<file path="src/design/port_one_pkg.sv">
package port_one_pkg;

  localparam int          PORT_W            = 8;
  localparam int          ADDR_W            = 4;

  // Register offsets
  localparam logic [3:0]  ADDR_PIN_DIRECTION  = 4'h0;
  localparam logic [3:0]  ADDR_OUTPUT_DATA    = 4'h1;
  localparam logic [3:0]  ADDR_PIN_LEVEL_VIEW = 4'h2;

  // Reset and fixed read values
  localparam logic [7:0]  RST_PIN_DIRECTION   = 8'h00;
  localparam logic [7:0]  RST_OUTPUT_DATA     = 8'h00;
  localparam logic [7:0]  DIR_READ_VALUE      = 8'h00;
  localparam logic [7:0]  UNMAPPED_READ_VALUE = 8'h00;
  localparam logic [7:0]  RST_READ_DATA       = 8'h00;
  localparam logic [7:0]  RST_PIN_OUT         = 8'h00;
  localparam logic [7:0]  RST_PIN_OE_N        = 8'hff;
  localparam logic [7:0]  RST_SYNC            = 8'h00;

  // Pin positions of the extra input functions
  localparam int          PIN_EXT_CLK_D     = 7;
  localparam int          PIN_INT_REQ_1     = 6;
  localparam int          PIN_EXT_CLK_C     = 5;
  localparam int          PIN_INT_REQ_0     = 4;
  localparam int          PIN_EXT_CLK_B     = 3;
  localparam int          PIN_EXT_CLK_A     = 2;

  // Pin positions of the timer channels
  localparam int          CH2_LSB           = 6;
  localparam int          CH1_LSB           = 4;
  localparam int          CH0_LSB           = 0;

  typedef enum logic [1:0] {
    FUNC_INPUT,
    FUNC_PORT_OUT,
    FUNC_PULSE_OUT,
    FUNC_TIMER_OUT
  } pin_func_e;

  function automatic logic addr_hit(input logic [3:0] addr, input logic [3:0] target);
    addr_hit = (addr == target);
  endfunction : addr_hit

endpackage : port_one_pkg

</file>
<file path="src/design/pin_mux_if.sv">
`timescale 1ns/10ps
interface pin_mux_if #(parameter int WIDTH = 8);
  logic [WIDTH-1:0] dir;
  logic [WIDTH-1:0] out_data;
  logic [WIDTH-1:0] pulse_en;
  logic [WIDTH-1:0] pulse_val;
  logic [WIDTH-1:0] timer_oe;
  logic [WIDTH-1:0] timer_val;
  logic [WIDTH-1:0] drive_val;
  logic [WIDTH-1:0] drive_en;
  logic [WIDTH-1:0] is_input;

  modport ctrl (
    output dir, out_data, pulse_en, pulse_val, timer_oe, timer_val,
    input  drive_val, drive_en, is_input
  );
  modport mux (
    input  dir, out_data, pulse_en, pulse_val, timer_oe, timer_val,
    output drive_val, drive_en, is_input
  );
endinterface : pin_mux_if

</file>
<file path="src/design/level_sync.sv">
`timescale 1ns/10ps
module level_sync
  import port_one_pkg::*;
#(
  parameter int WIDTH = 8
) (
  input  wire logic             clk,
  input  wire logic             sys_rst,
  input  wire logic [WIDTH-1:0] async_in,
  output logic      [WIDTH-1:0] sync_out
);

  logic [WIDTH-1:0] meta_reg;
  logic [WIDTH-1:0] stable_reg;

  // Two stages; first stage feeds only the second
  always_ff @(posedge clk) begin
    if (sys_rst) begin
      meta_reg   <= WIDTH'(RST_SYNC);
      stable_reg <= WIDTH'(RST_SYNC);
    end else begin
      meta_reg   <= async_in;
      stable_reg <= meta_reg;
    end
  end

  assign sync_out = stable_reg;

endmodule : level_sync

</file>
<file path="src/design/pin_func_mux.sv">
`timescale 1ns/10ps
module pin_func_mux
  import port_one_pkg::*;
#(
  parameter int   WIDTH         = 8,
  parameter logic HAS_PULSE_GEN = 1'b1
) (
  pin_mux_if.mux  mx
);

  for (genvar i = 0; i < WIDTH; i++) begin : g_pin
    pin_func_e func;
    wire       pulse_sel;

    assign pulse_sel = HAS_PULSE_GEN & mx.pulse_en[i];
    // Timer output first, then direction, then pulse enable
    assign func = mx.timer_oe[i] ? FUNC_TIMER_OUT :
                  !mx.dir[i]     ? FUNC_INPUT :
                  pulse_sel      ? FUNC_PULSE_OUT : FUNC_PORT_OUT;
    assign mx.drive_en[i]  = (func != FUNC_INPUT);
    assign mx.is_input[i]  = (func == FUNC_INPUT);
    assign mx.drive_val[i] = (func == FUNC_TIMER_OUT) ? mx.timer_val[i] :
                             (func == FUNC_PULSE_OUT) ? mx.pulse_val[i] :
                             (func == FUNC_PORT_OUT)  ? mx.out_data[i] : 1'b0;
  end

endmodule : pin_func_mux

</file>
<file path="src/design/port_one_gpio.sv">
// How it works
// - Eight-bit write-only direction register
// - Direction 1 output, 0 input, reset 0
// - Direction read returns a fixed meaningless value
// - Eight-bit read/write output data, reset 0
// - Port output drives output data bit
// - Pin view is read-only, writes ignored
// - View gives data if output, else pin
// - View follows pins through the synchronizer, reads 0 after reset
// - Timer output, then input, pulse, port
// - Input pin feeds port, capture, extra input
// - Pins 7-6 channel 2, 5-4 channel 1, 3-0 channel 0
// - Pulse enables and lines 15..8 map pins 7..0
// - No pulse function without pattern generator
//
// The address-and-strobe port and the placing of the registers were left to the implementer.
`timescale 1ns/10ps
module port_one_gpio
  import port_one_pkg::*;
#(
  parameter logic HAS_PULSE_GEN = 1'b1
) (
  input  wire logic              clk,
  input  wire logic              sys_rst,
  input  wire logic [ADDR_W-1:0] reg_addr,
  input  wire logic [7:0]        reg_wdata,
  input  wire logic              reg_wr,
  input  wire logic              reg_rd,
  output logic      [7:0]        reg_rdata,
  input  wire logic [PORT_W-1:0] pin_in,
  output logic      [PORT_W-1:0] pin_out,
  output logic      [PORT_W-1:0] pin_oe_n,
  input  wire logic [PORT_W-1:0] pulse_enable,
  input  wire logic [PORT_W-1:0] pulse_out,
  input  wire logic [1:0]        timer2_oe,
  input  wire logic [1:0]        timer2_out,
  input  wire logic [1:0]        timer1_oe,
  input  wire logic [1:0]        timer1_out,
  input  wire logic [3:0]        timer0_oe,
  input  wire logic [3:0]        timer0_out,
  output logic      [1:0]        timer2_cc_in,
  output logic      [1:0]        timer1_cc_in,
  output logic      [3:0]        timer0_cc_in,
  output logic      [3:0]        ext_timer_clk,
  output logic      [1:0]        ext_int_req
);

  // Register state
  logic [7:0]        pin_direction_reg;
  logic [7:0]        pin_direction_next;
  logic [7:0]        output_data_reg;
  logic [7:0]        output_data_next;
  logic [7:0]        rdata_reg;
  logic [7:0]        rdata_next;

  // Pin drive state
  logic [PORT_W-1:0] pin_out_reg;
  logic [PORT_W-1:0] pin_out_next;
  logic [PORT_W-1:0] pin_oe_n_reg;
  logic [PORT_W-1:0] pin_oe_n_next;

  // Input function state
  logic [1:0]        timer2_cc_in_reg;
  logic [1:0]        timer2_cc_next;
  logic [1:0]        timer1_cc_in_reg;
  logic [1:0]        timer1_cc_next;
  logic [3:0]        timer0_cc_in_reg;
  logic [3:0]        timer0_cc_next;
  logic [3:0]        ext_timer_clk_reg;
  logic [3:0]        ext_clk_next;
  logic [1:0]        ext_int_req_reg;
  logic [1:0]        int_req_next;

  // Pin levels
  logic [PORT_W-1:0] pin_sync;
  wire  [PORT_W-1:0] pin_view;
  wire  [PORT_W-1:0] input_level;
  wire  [PORT_W-1:0] timer_oe_all;
  wire  [PORT_W-1:0] timer_val_all;

  // Bus decode
  wire               hit_dir;
  wire               hit_out;
  wire               hit_view;
  wire               wr_dir;
  wire               wr_out;
  wire               rd_dir;
  wire               rd_out;
  wire               rd_view;
  wire  [7:0]        rdata_dir;
  wire  [7:0]        rdata_out;
  wire  [7:0]        rdata_view;

  // Extra input functions
  wire               ext_clk_a;
  wire               ext_clk_b;
  wire               ext_clk_c;
  wire               ext_clk_d;
  wire               int_req_0;
  wire               int_req_1;

  pin_mux_if #(.WIDTH(PORT_W)) mx_if ();

  level_sync #(
    .WIDTH    (PORT_W)
  ) u_sync (
    .clk      (clk),
    .sys_rst  (sys_rst),
    .async_in (pin_in),
    .sync_out (pin_sync)
  );

  pin_func_mux #(
    .WIDTH         (PORT_W),
    .HAS_PULSE_GEN (HAS_PULSE_GEN)
  ) u_mux (
    .mx            (mx_if.mux)
  );

  // Channel grouping of timer controls
  assign timer_oe_all[CH2_LSB +: 2]  = timer2_oe;
  assign timer_oe_all[CH1_LSB +: 2]  = timer1_oe;
  assign timer_oe_all[CH0_LSB +: 4]  = timer0_oe;
  assign timer_val_all[CH2_LSB +: 2] = timer2_out;
  assign timer_val_all[CH1_LSB +: 2] = timer1_out;
  assign timer_val_all[CH0_LSB +: 4] = timer0_out;

  // Interface hookup
  assign mx_if.timer_oe  = timer_oe_all;
  assign mx_if.timer_val = timer_val_all;
  assign mx_if.dir       = pin_direction_reg;
  assign mx_if.out_data  = output_data_reg;
  assign mx_if.pulse_en  = pulse_enable;
  assign mx_if.pulse_val = pulse_out;

  // Address decode
  assign hit_dir  = addr_hit(reg_addr, ADDR_PIN_DIRECTION);
  assign hit_out  = addr_hit(reg_addr, ADDR_OUTPUT_DATA);
  assign hit_view = addr_hit(reg_addr, ADDR_PIN_LEVEL_VIEW);

  // Strobe-qualified selects
  assign wr_dir  = reg_wr && hit_dir;
  assign wr_out  = reg_wr && hit_out;
  assign rd_dir  = reg_rd && hit_dir;
  assign rd_out  = reg_rd && hit_out;
  assign rd_view = reg_rd && hit_view;

  // Register next values
  assign pin_direction_next = wr_dir ? reg_wdata : pin_direction_reg;
  assign output_data_next   = wr_out ? reg_wdata : output_data_reg;

  // Per-pin view and input routing
  for (genvar i = 0; i < PORT_W; i++) begin : g_pin
    wire is_out;
    wire is_in;
    wire data_bit;
    wire live_bit;
    assign is_out         = pin_direction_reg[i];
    assign is_in          = mx_if.is_input[i];
    assign data_bit       = output_data_reg[i];
    assign live_bit       = pin_sync[i];
    assign pin_view[i]    = is_out ? data_bit : live_bit;
    assign input_level[i] = is_in & live_bit;
  end

  // Read candidates
  assign rdata_dir  = DIR_READ_VALUE;
  assign rdata_out  = output_data_reg;
  assign rdata_view = pin_view;

  // Read mux; view writes fall through untouched
  assign rdata_next = rd_dir  ? rdata_dir :
                      rd_out  ? rdata_out :
                      rd_view ? rdata_view :
                      reg_rd  ? UNMAPPED_READ_VALUE :
                      RST_READ_DATA;

  // Extra inputs only while the pin is an input
  assign ext_clk_d = input_level[PIN_EXT_CLK_D];
  assign ext_clk_c = input_level[PIN_EXT_CLK_C];
  assign ext_clk_b = input_level[PIN_EXT_CLK_B];
  assign ext_clk_a = input_level[PIN_EXT_CLK_A];
  assign int_req_1 = input_level[PIN_INT_REQ_1];
  assign int_req_0 = input_level[PIN_INT_REQ_0];

  assign ext_clk_next = {ext_clk_d, ext_clk_c, ext_clk_b, ext_clk_a};
  assign int_req_next = {int_req_1, int_req_0};

  // Capture inputs by channel
  assign timer2_cc_next = input_level[CH2_LSB +: 2];
  assign timer1_cc_next = input_level[CH1_LSB +: 2];
  assign timer0_cc_next = input_level[CH0_LSB +: 4];

  // Pin drive from the function selector
  assign pin_out_next  = mx_if.drive_val;
  assign pin_oe_n_next = ~mx_if.drive_en;

  // Direction bits
  always_ff @(posedge clk) begin
    if (sys_rst) begin
      pin_direction_reg <= RST_PIN_DIRECTION;
    end else begin
      pin_direction_reg <= pin_direction_next;
    end
  end

  // Output data bits
  always_ff @(posedge clk) begin
    if (sys_rst) begin
      output_data_reg <= RST_OUTPUT_DATA;
    end else begin
      output_data_reg <= output_data_next;
    end
  end

  // Read data, one cycle after the strobe
  always_ff @(posedge clk) begin
    if (sys_rst) begin
      rdata_reg <= RST_READ_DATA;
    end else begin
      rdata_reg <= rdata_next;
    end
  end

  // Pin drive values
  always_ff @(posedge clk) begin
    if (sys_rst) begin
      pin_out_reg <= RST_PIN_OUT;
    end else begin
      pin_out_reg <= pin_out_next;
    end
  end

  // Pin output enables
  always_ff @(posedge clk) begin
    if (sys_rst) begin
      pin_oe_n_reg <= RST_PIN_OE_N;
    end else begin
      pin_oe_n_reg <= pin_oe_n_next;
    end
  end

  // Channel 2 capture inputs
  always_ff @(posedge clk) begin
    if (sys_rst) begin
      timer2_cc_in_reg <= '0;
    end else begin
      timer2_cc_in_reg <= timer2_cc_next;
    end
  end

  // Channel 1 capture inputs
  always_ff @(posedge clk) begin
    if (sys_rst) begin
      timer1_cc_in_reg <= '0;
    end else begin
      timer1_cc_in_reg <= timer1_cc_next;
    end
  end

  // Channel 0 capture inputs
  always_ff @(posedge clk) begin
    if (sys_rst) begin
      timer0_cc_in_reg <= '0;
    end else begin
      timer0_cc_in_reg <= timer0_cc_next;
    end
  end

  // External timer clocks
  always_ff @(posedge clk) begin
    if (sys_rst) begin
      ext_timer_clk_reg <= '0;
    end else begin
      ext_timer_clk_reg <= ext_clk_next;
    end
  end

  // Interrupt requests
  always_ff @(posedge clk) begin
    if (sys_rst) begin
      ext_int_req_reg <= '0;
    end else begin
      ext_int_req_reg <= int_req_next;
    end
  end

  // Outputs straight from flip-flops
  assign reg_rdata     = rdata_reg;
  assign pin_out       = pin_out_reg;
  assign pin_oe_n      = pin_oe_n_reg;
  assign timer2_cc_in  = timer2_cc_in_reg;
  assign timer1_cc_in  = timer1_cc_in_reg;
  assign timer0_cc_in  = timer0_cc_in_reg;
  assign ext_timer_clk = ext_timer_clk_reg;
  assign ext_int_req   = ext_int_req_reg;

endmodule : port_one_gpio

</file>
<file path="config.mk">
export PLATFORM = sky130hd
export DESIGN_NAME = port_one_gpio
export DESIGN_NICKNAME = d
export VERILOG_FILES = /design/src/design/port_one_pkg.sv /design/src/design/pin_mux_if.sv /design/src/design/level_sync.sv /design/src/design/pin_func_mux.sv /design/src/design/port_one_gpio.sv
export SDC_FILE = /design/constraint.sdc
export NUM_CORES = 1
export LEC_CHECK = 0
export BUFFER_PORTS_ARGS = -buffer_cell sky130_fd_sc_hd__buf_2
export CORE_ASPECT_RATIO = 0.9
export CORE_MARGIN = 5
export CORE_UTILIZATION = 30
export DETAILED_ROUTE_END_ITERATION = 7
export SYNTH_ARGS = -nofsm -noshare
export SYNTH_HDL_FRONTEND = slang
export SYNTH_HIERARCHICAL = 1
export SYNTH_SLANG_ARGS = --single-unit
</file>
<file path="constraint.sdc">
create_clock -name clk -period 1.9 [get_ports clk]
set_input_delay 0.19 -clock clk [delete_from_list [all_inputs] [get_ports clk]]
set_output_delay 0.19 -clock clk [all_outputs]
set_load 0.05 [all_outputs]
</file>
==> key figures <==
Routing
  • Initial drt markers: 109
  • DR WL/cell: 13.12 um
  • Met1 Routed Length: 2.864 mm
  • Highest metal used: met4
  • Number of routed nets with antenna violations: 0
  • # DRC: 0
  • Total number of vias: 2133
  • Total length of routed wires: 6.179 mm
  • Vias per cell: roughly 4.5
  • Met3 WL: 512 um
  • Met2 wire length: 2.747 mm
  • DRT Pass-1 Iters: 4

Global route
  • Largest net degree at the start of global routing: 57
  • Initial antenna violation count: 0
  • Global-route wire length before repair: 10.10 mm
  • Total grt overflow: 0
  • Vias in the first global route: 2101
  • Tot GR Track Use: 0.1233

Floorplanning
  • Die Ht: ~97 um
  • Chip width: 106.3 um
  • Row count: 31
  • Num ports: 94
  • Total die area: 0.01028 mm^2
  • Starting density of the core: 0.3088
  • Core area: 0.008107 mm^2

Logic synthesis
  • Seq/Total Area, Yosys: 0.5117
  • #FFs+latches synth: 64
  • Cell taking the most area after synthesis: dfxtp_1
  • Yosys cell types: 26
  • Syn nets: 333
  • Syn_area_per_cell: 9.038 um^2
  • Top cells by area, synth: dfxtp_1 51%, nor2b_1 5.0%, nand3_1 4.8%
  • Synthesized cell area: 0.002504 mm^2
  • Yosys top cell area share: 0.5117
  • Synth warn: 6
  • Synth Instances: 277

Cells and area
  • Design Area, Final: about 0.0033 mm^2
  • Non-Filler Instances: roughly 470
  • # diodes: 0
  • Final Util: 0.4011
  • Commonest non-fill, non-tap cell in the layout: buf_2
  • Most frequent cells in the layout: 93 x buf_2, 64 x dfxtp_1, 24 x nand2_1, 24 x nand3_1, 22 x o21ai_0
  • Layout Area Growth over Synthesis: 29.89%
  • # nets final: 424
  • Layout cell share with drive strength beyond 1: 0.3763

Setup path
  • Slowest CP cell: or3_1
  • Startpoint types: primary input
  • Worst-path fanout max: 8
  • Crit path DAT: 1450 ps
  • Critical path class: primary input to register
  • CP endpoint kind: register
  • Worst path cell trace: buf_2 > or3b_1 > or3_1 > a31oi_1
  • Worst path required time: between 2000 and 2500 ps
  • CP max stage delay: 530 ps

STA
  • Final setup fails: 0
  • Minimum clock period: 1196 ps
  • RSZ-0062 raised after global routing: no
  • Final hold violation count: 0
  • Relative slew margins: 0.5697
  • Final setup TNS: 0 ps
  • Worst clock skew: 3.673 ps
  • Post-route setup slack: 703.6 ps
  • Count of pins over their slew limit: 0
  • FMAX: 0.8359 GHz
  • Worst Max-Slew Pin Slew: between 600 and 700 ps
  • Worst hold margin: 73.63 ps
  • Fin crit share: 0.6297

Pwr
  • PD cells: 894.2 mW/mm^2
  • Peak VDD IR: between 300 and 400 uV
  • Leakage: 1.433 nW
  • Final Total Pwr: 2.908 mW

Clock tree
  • CTS sink count: 64
  • Post-CTS Resized: 0
  • H-tree levels: 3
  • CTS buffer count: 9
  • Hold_buf cts: 0
  • Worst skew pair latency: 330 ps
  • Root Buffer: clkbuf_8
  • CTS tree: done
  • Postcts setup bufs: 0
  • Clock-pin slew on the worst setup and hold paths: 70 ps
  • Max Root-Sink Buffers: 2

Place
  • GP Congestion: 0.7376
  • Cell total after placement: 456
  • Post-DP HPWL: 4.419 mm
  • Area of placed instances: around 0.003 mm^2
  • Setup Slack @ Placement: approximately 390 ps
  • Port Buffers: 93

Run status
  • Outcome: completed

Flow run
  • Total of max-cap violations: 0

Min path
  • Hold Crit Class: primary input to register
## power breakdown
part / leakage (nW) / internal (mW) / switching, mW
logic: 0.801 / 0.127 / 0.192
registers: 0.523 / 1.38 / 0.0142
clock network: 0.108 / 0.702 / 0.492
total: 1.43 / 2.21 / 0.698
## per-layer routing
| layer | GRT usage | up-vias |
|---|---|---|
| li1 | - | 1099 |
| met1 | 0.1605 | 941 |
| met2 | 0.1900 | 87 |
| met3 | 0.03662 | 6 |
| met4 | 0.05080 | 0 |
| met5 | 0 | - |
## cells in the mapped netlist
cell and instances:
xnor2_1 1, inv_1 5, or2_2 1, a21oi_1 16
nand2_1 24, nor2b_1 20, or2_4 8, clkbuf_1 10
or3b_1 2, buf_4 6, and2b_2 6, nor2b_2 7
nor2_1 9, mux2i_1 8, o21ai_1 10, buf_6 1
dfxtp_1 64, nand2b_1 17, o21ai_0 22, nor3b_2 1
nor3b_1 1, inv_2 3, nand3_1 24, or3_1 1
buf_2 2, a31oi_1 8
## area by class of cell
class                      instances  area [um^2]
multi-input combinational        186         1089
tap                               99        123.9
sequential                        64         1281
clock inverter                     3        40.04
inverter                           8        30.03
clock buffer                      12        165.2
timing repair buffer              99        523.0
fill                             831         4855
## cells by family after synthesis
logic type,share of synthesized area
simple gates,0.2834
flops,0.5117
compound gates,0.1159
buf+inv,0.05347
mux,0.03199
xor+xnor,0.003499
## worst paths after layout
| kind | start | endpoint | slack [ps] | cells past startpoint |
|---|---|---|---|---|
| worst min register to register | u_sync/sync_out[0] | timer0_cc_in[0] | 430 | 2 |
| worst min-delay path | pin_in[2] | u_sync/meta_reg[2] | 70 | 2 |
| worst max-delay path | reg_addr[3] | reg_rdata[3] | 700 | 4 |
| worst max register to register | mx_if.dir[4] | timer1_cc_in[0] | 1060 | 4 |
## critical path, delay by kind of cell
family                 cells  cell delay [ps]
AOI/OAI and AO/OA          1              200
buffers and inverters      1              120
and+or+nand+nor            2              940
No activity file was read; power rests on OpenSTA's default activity.
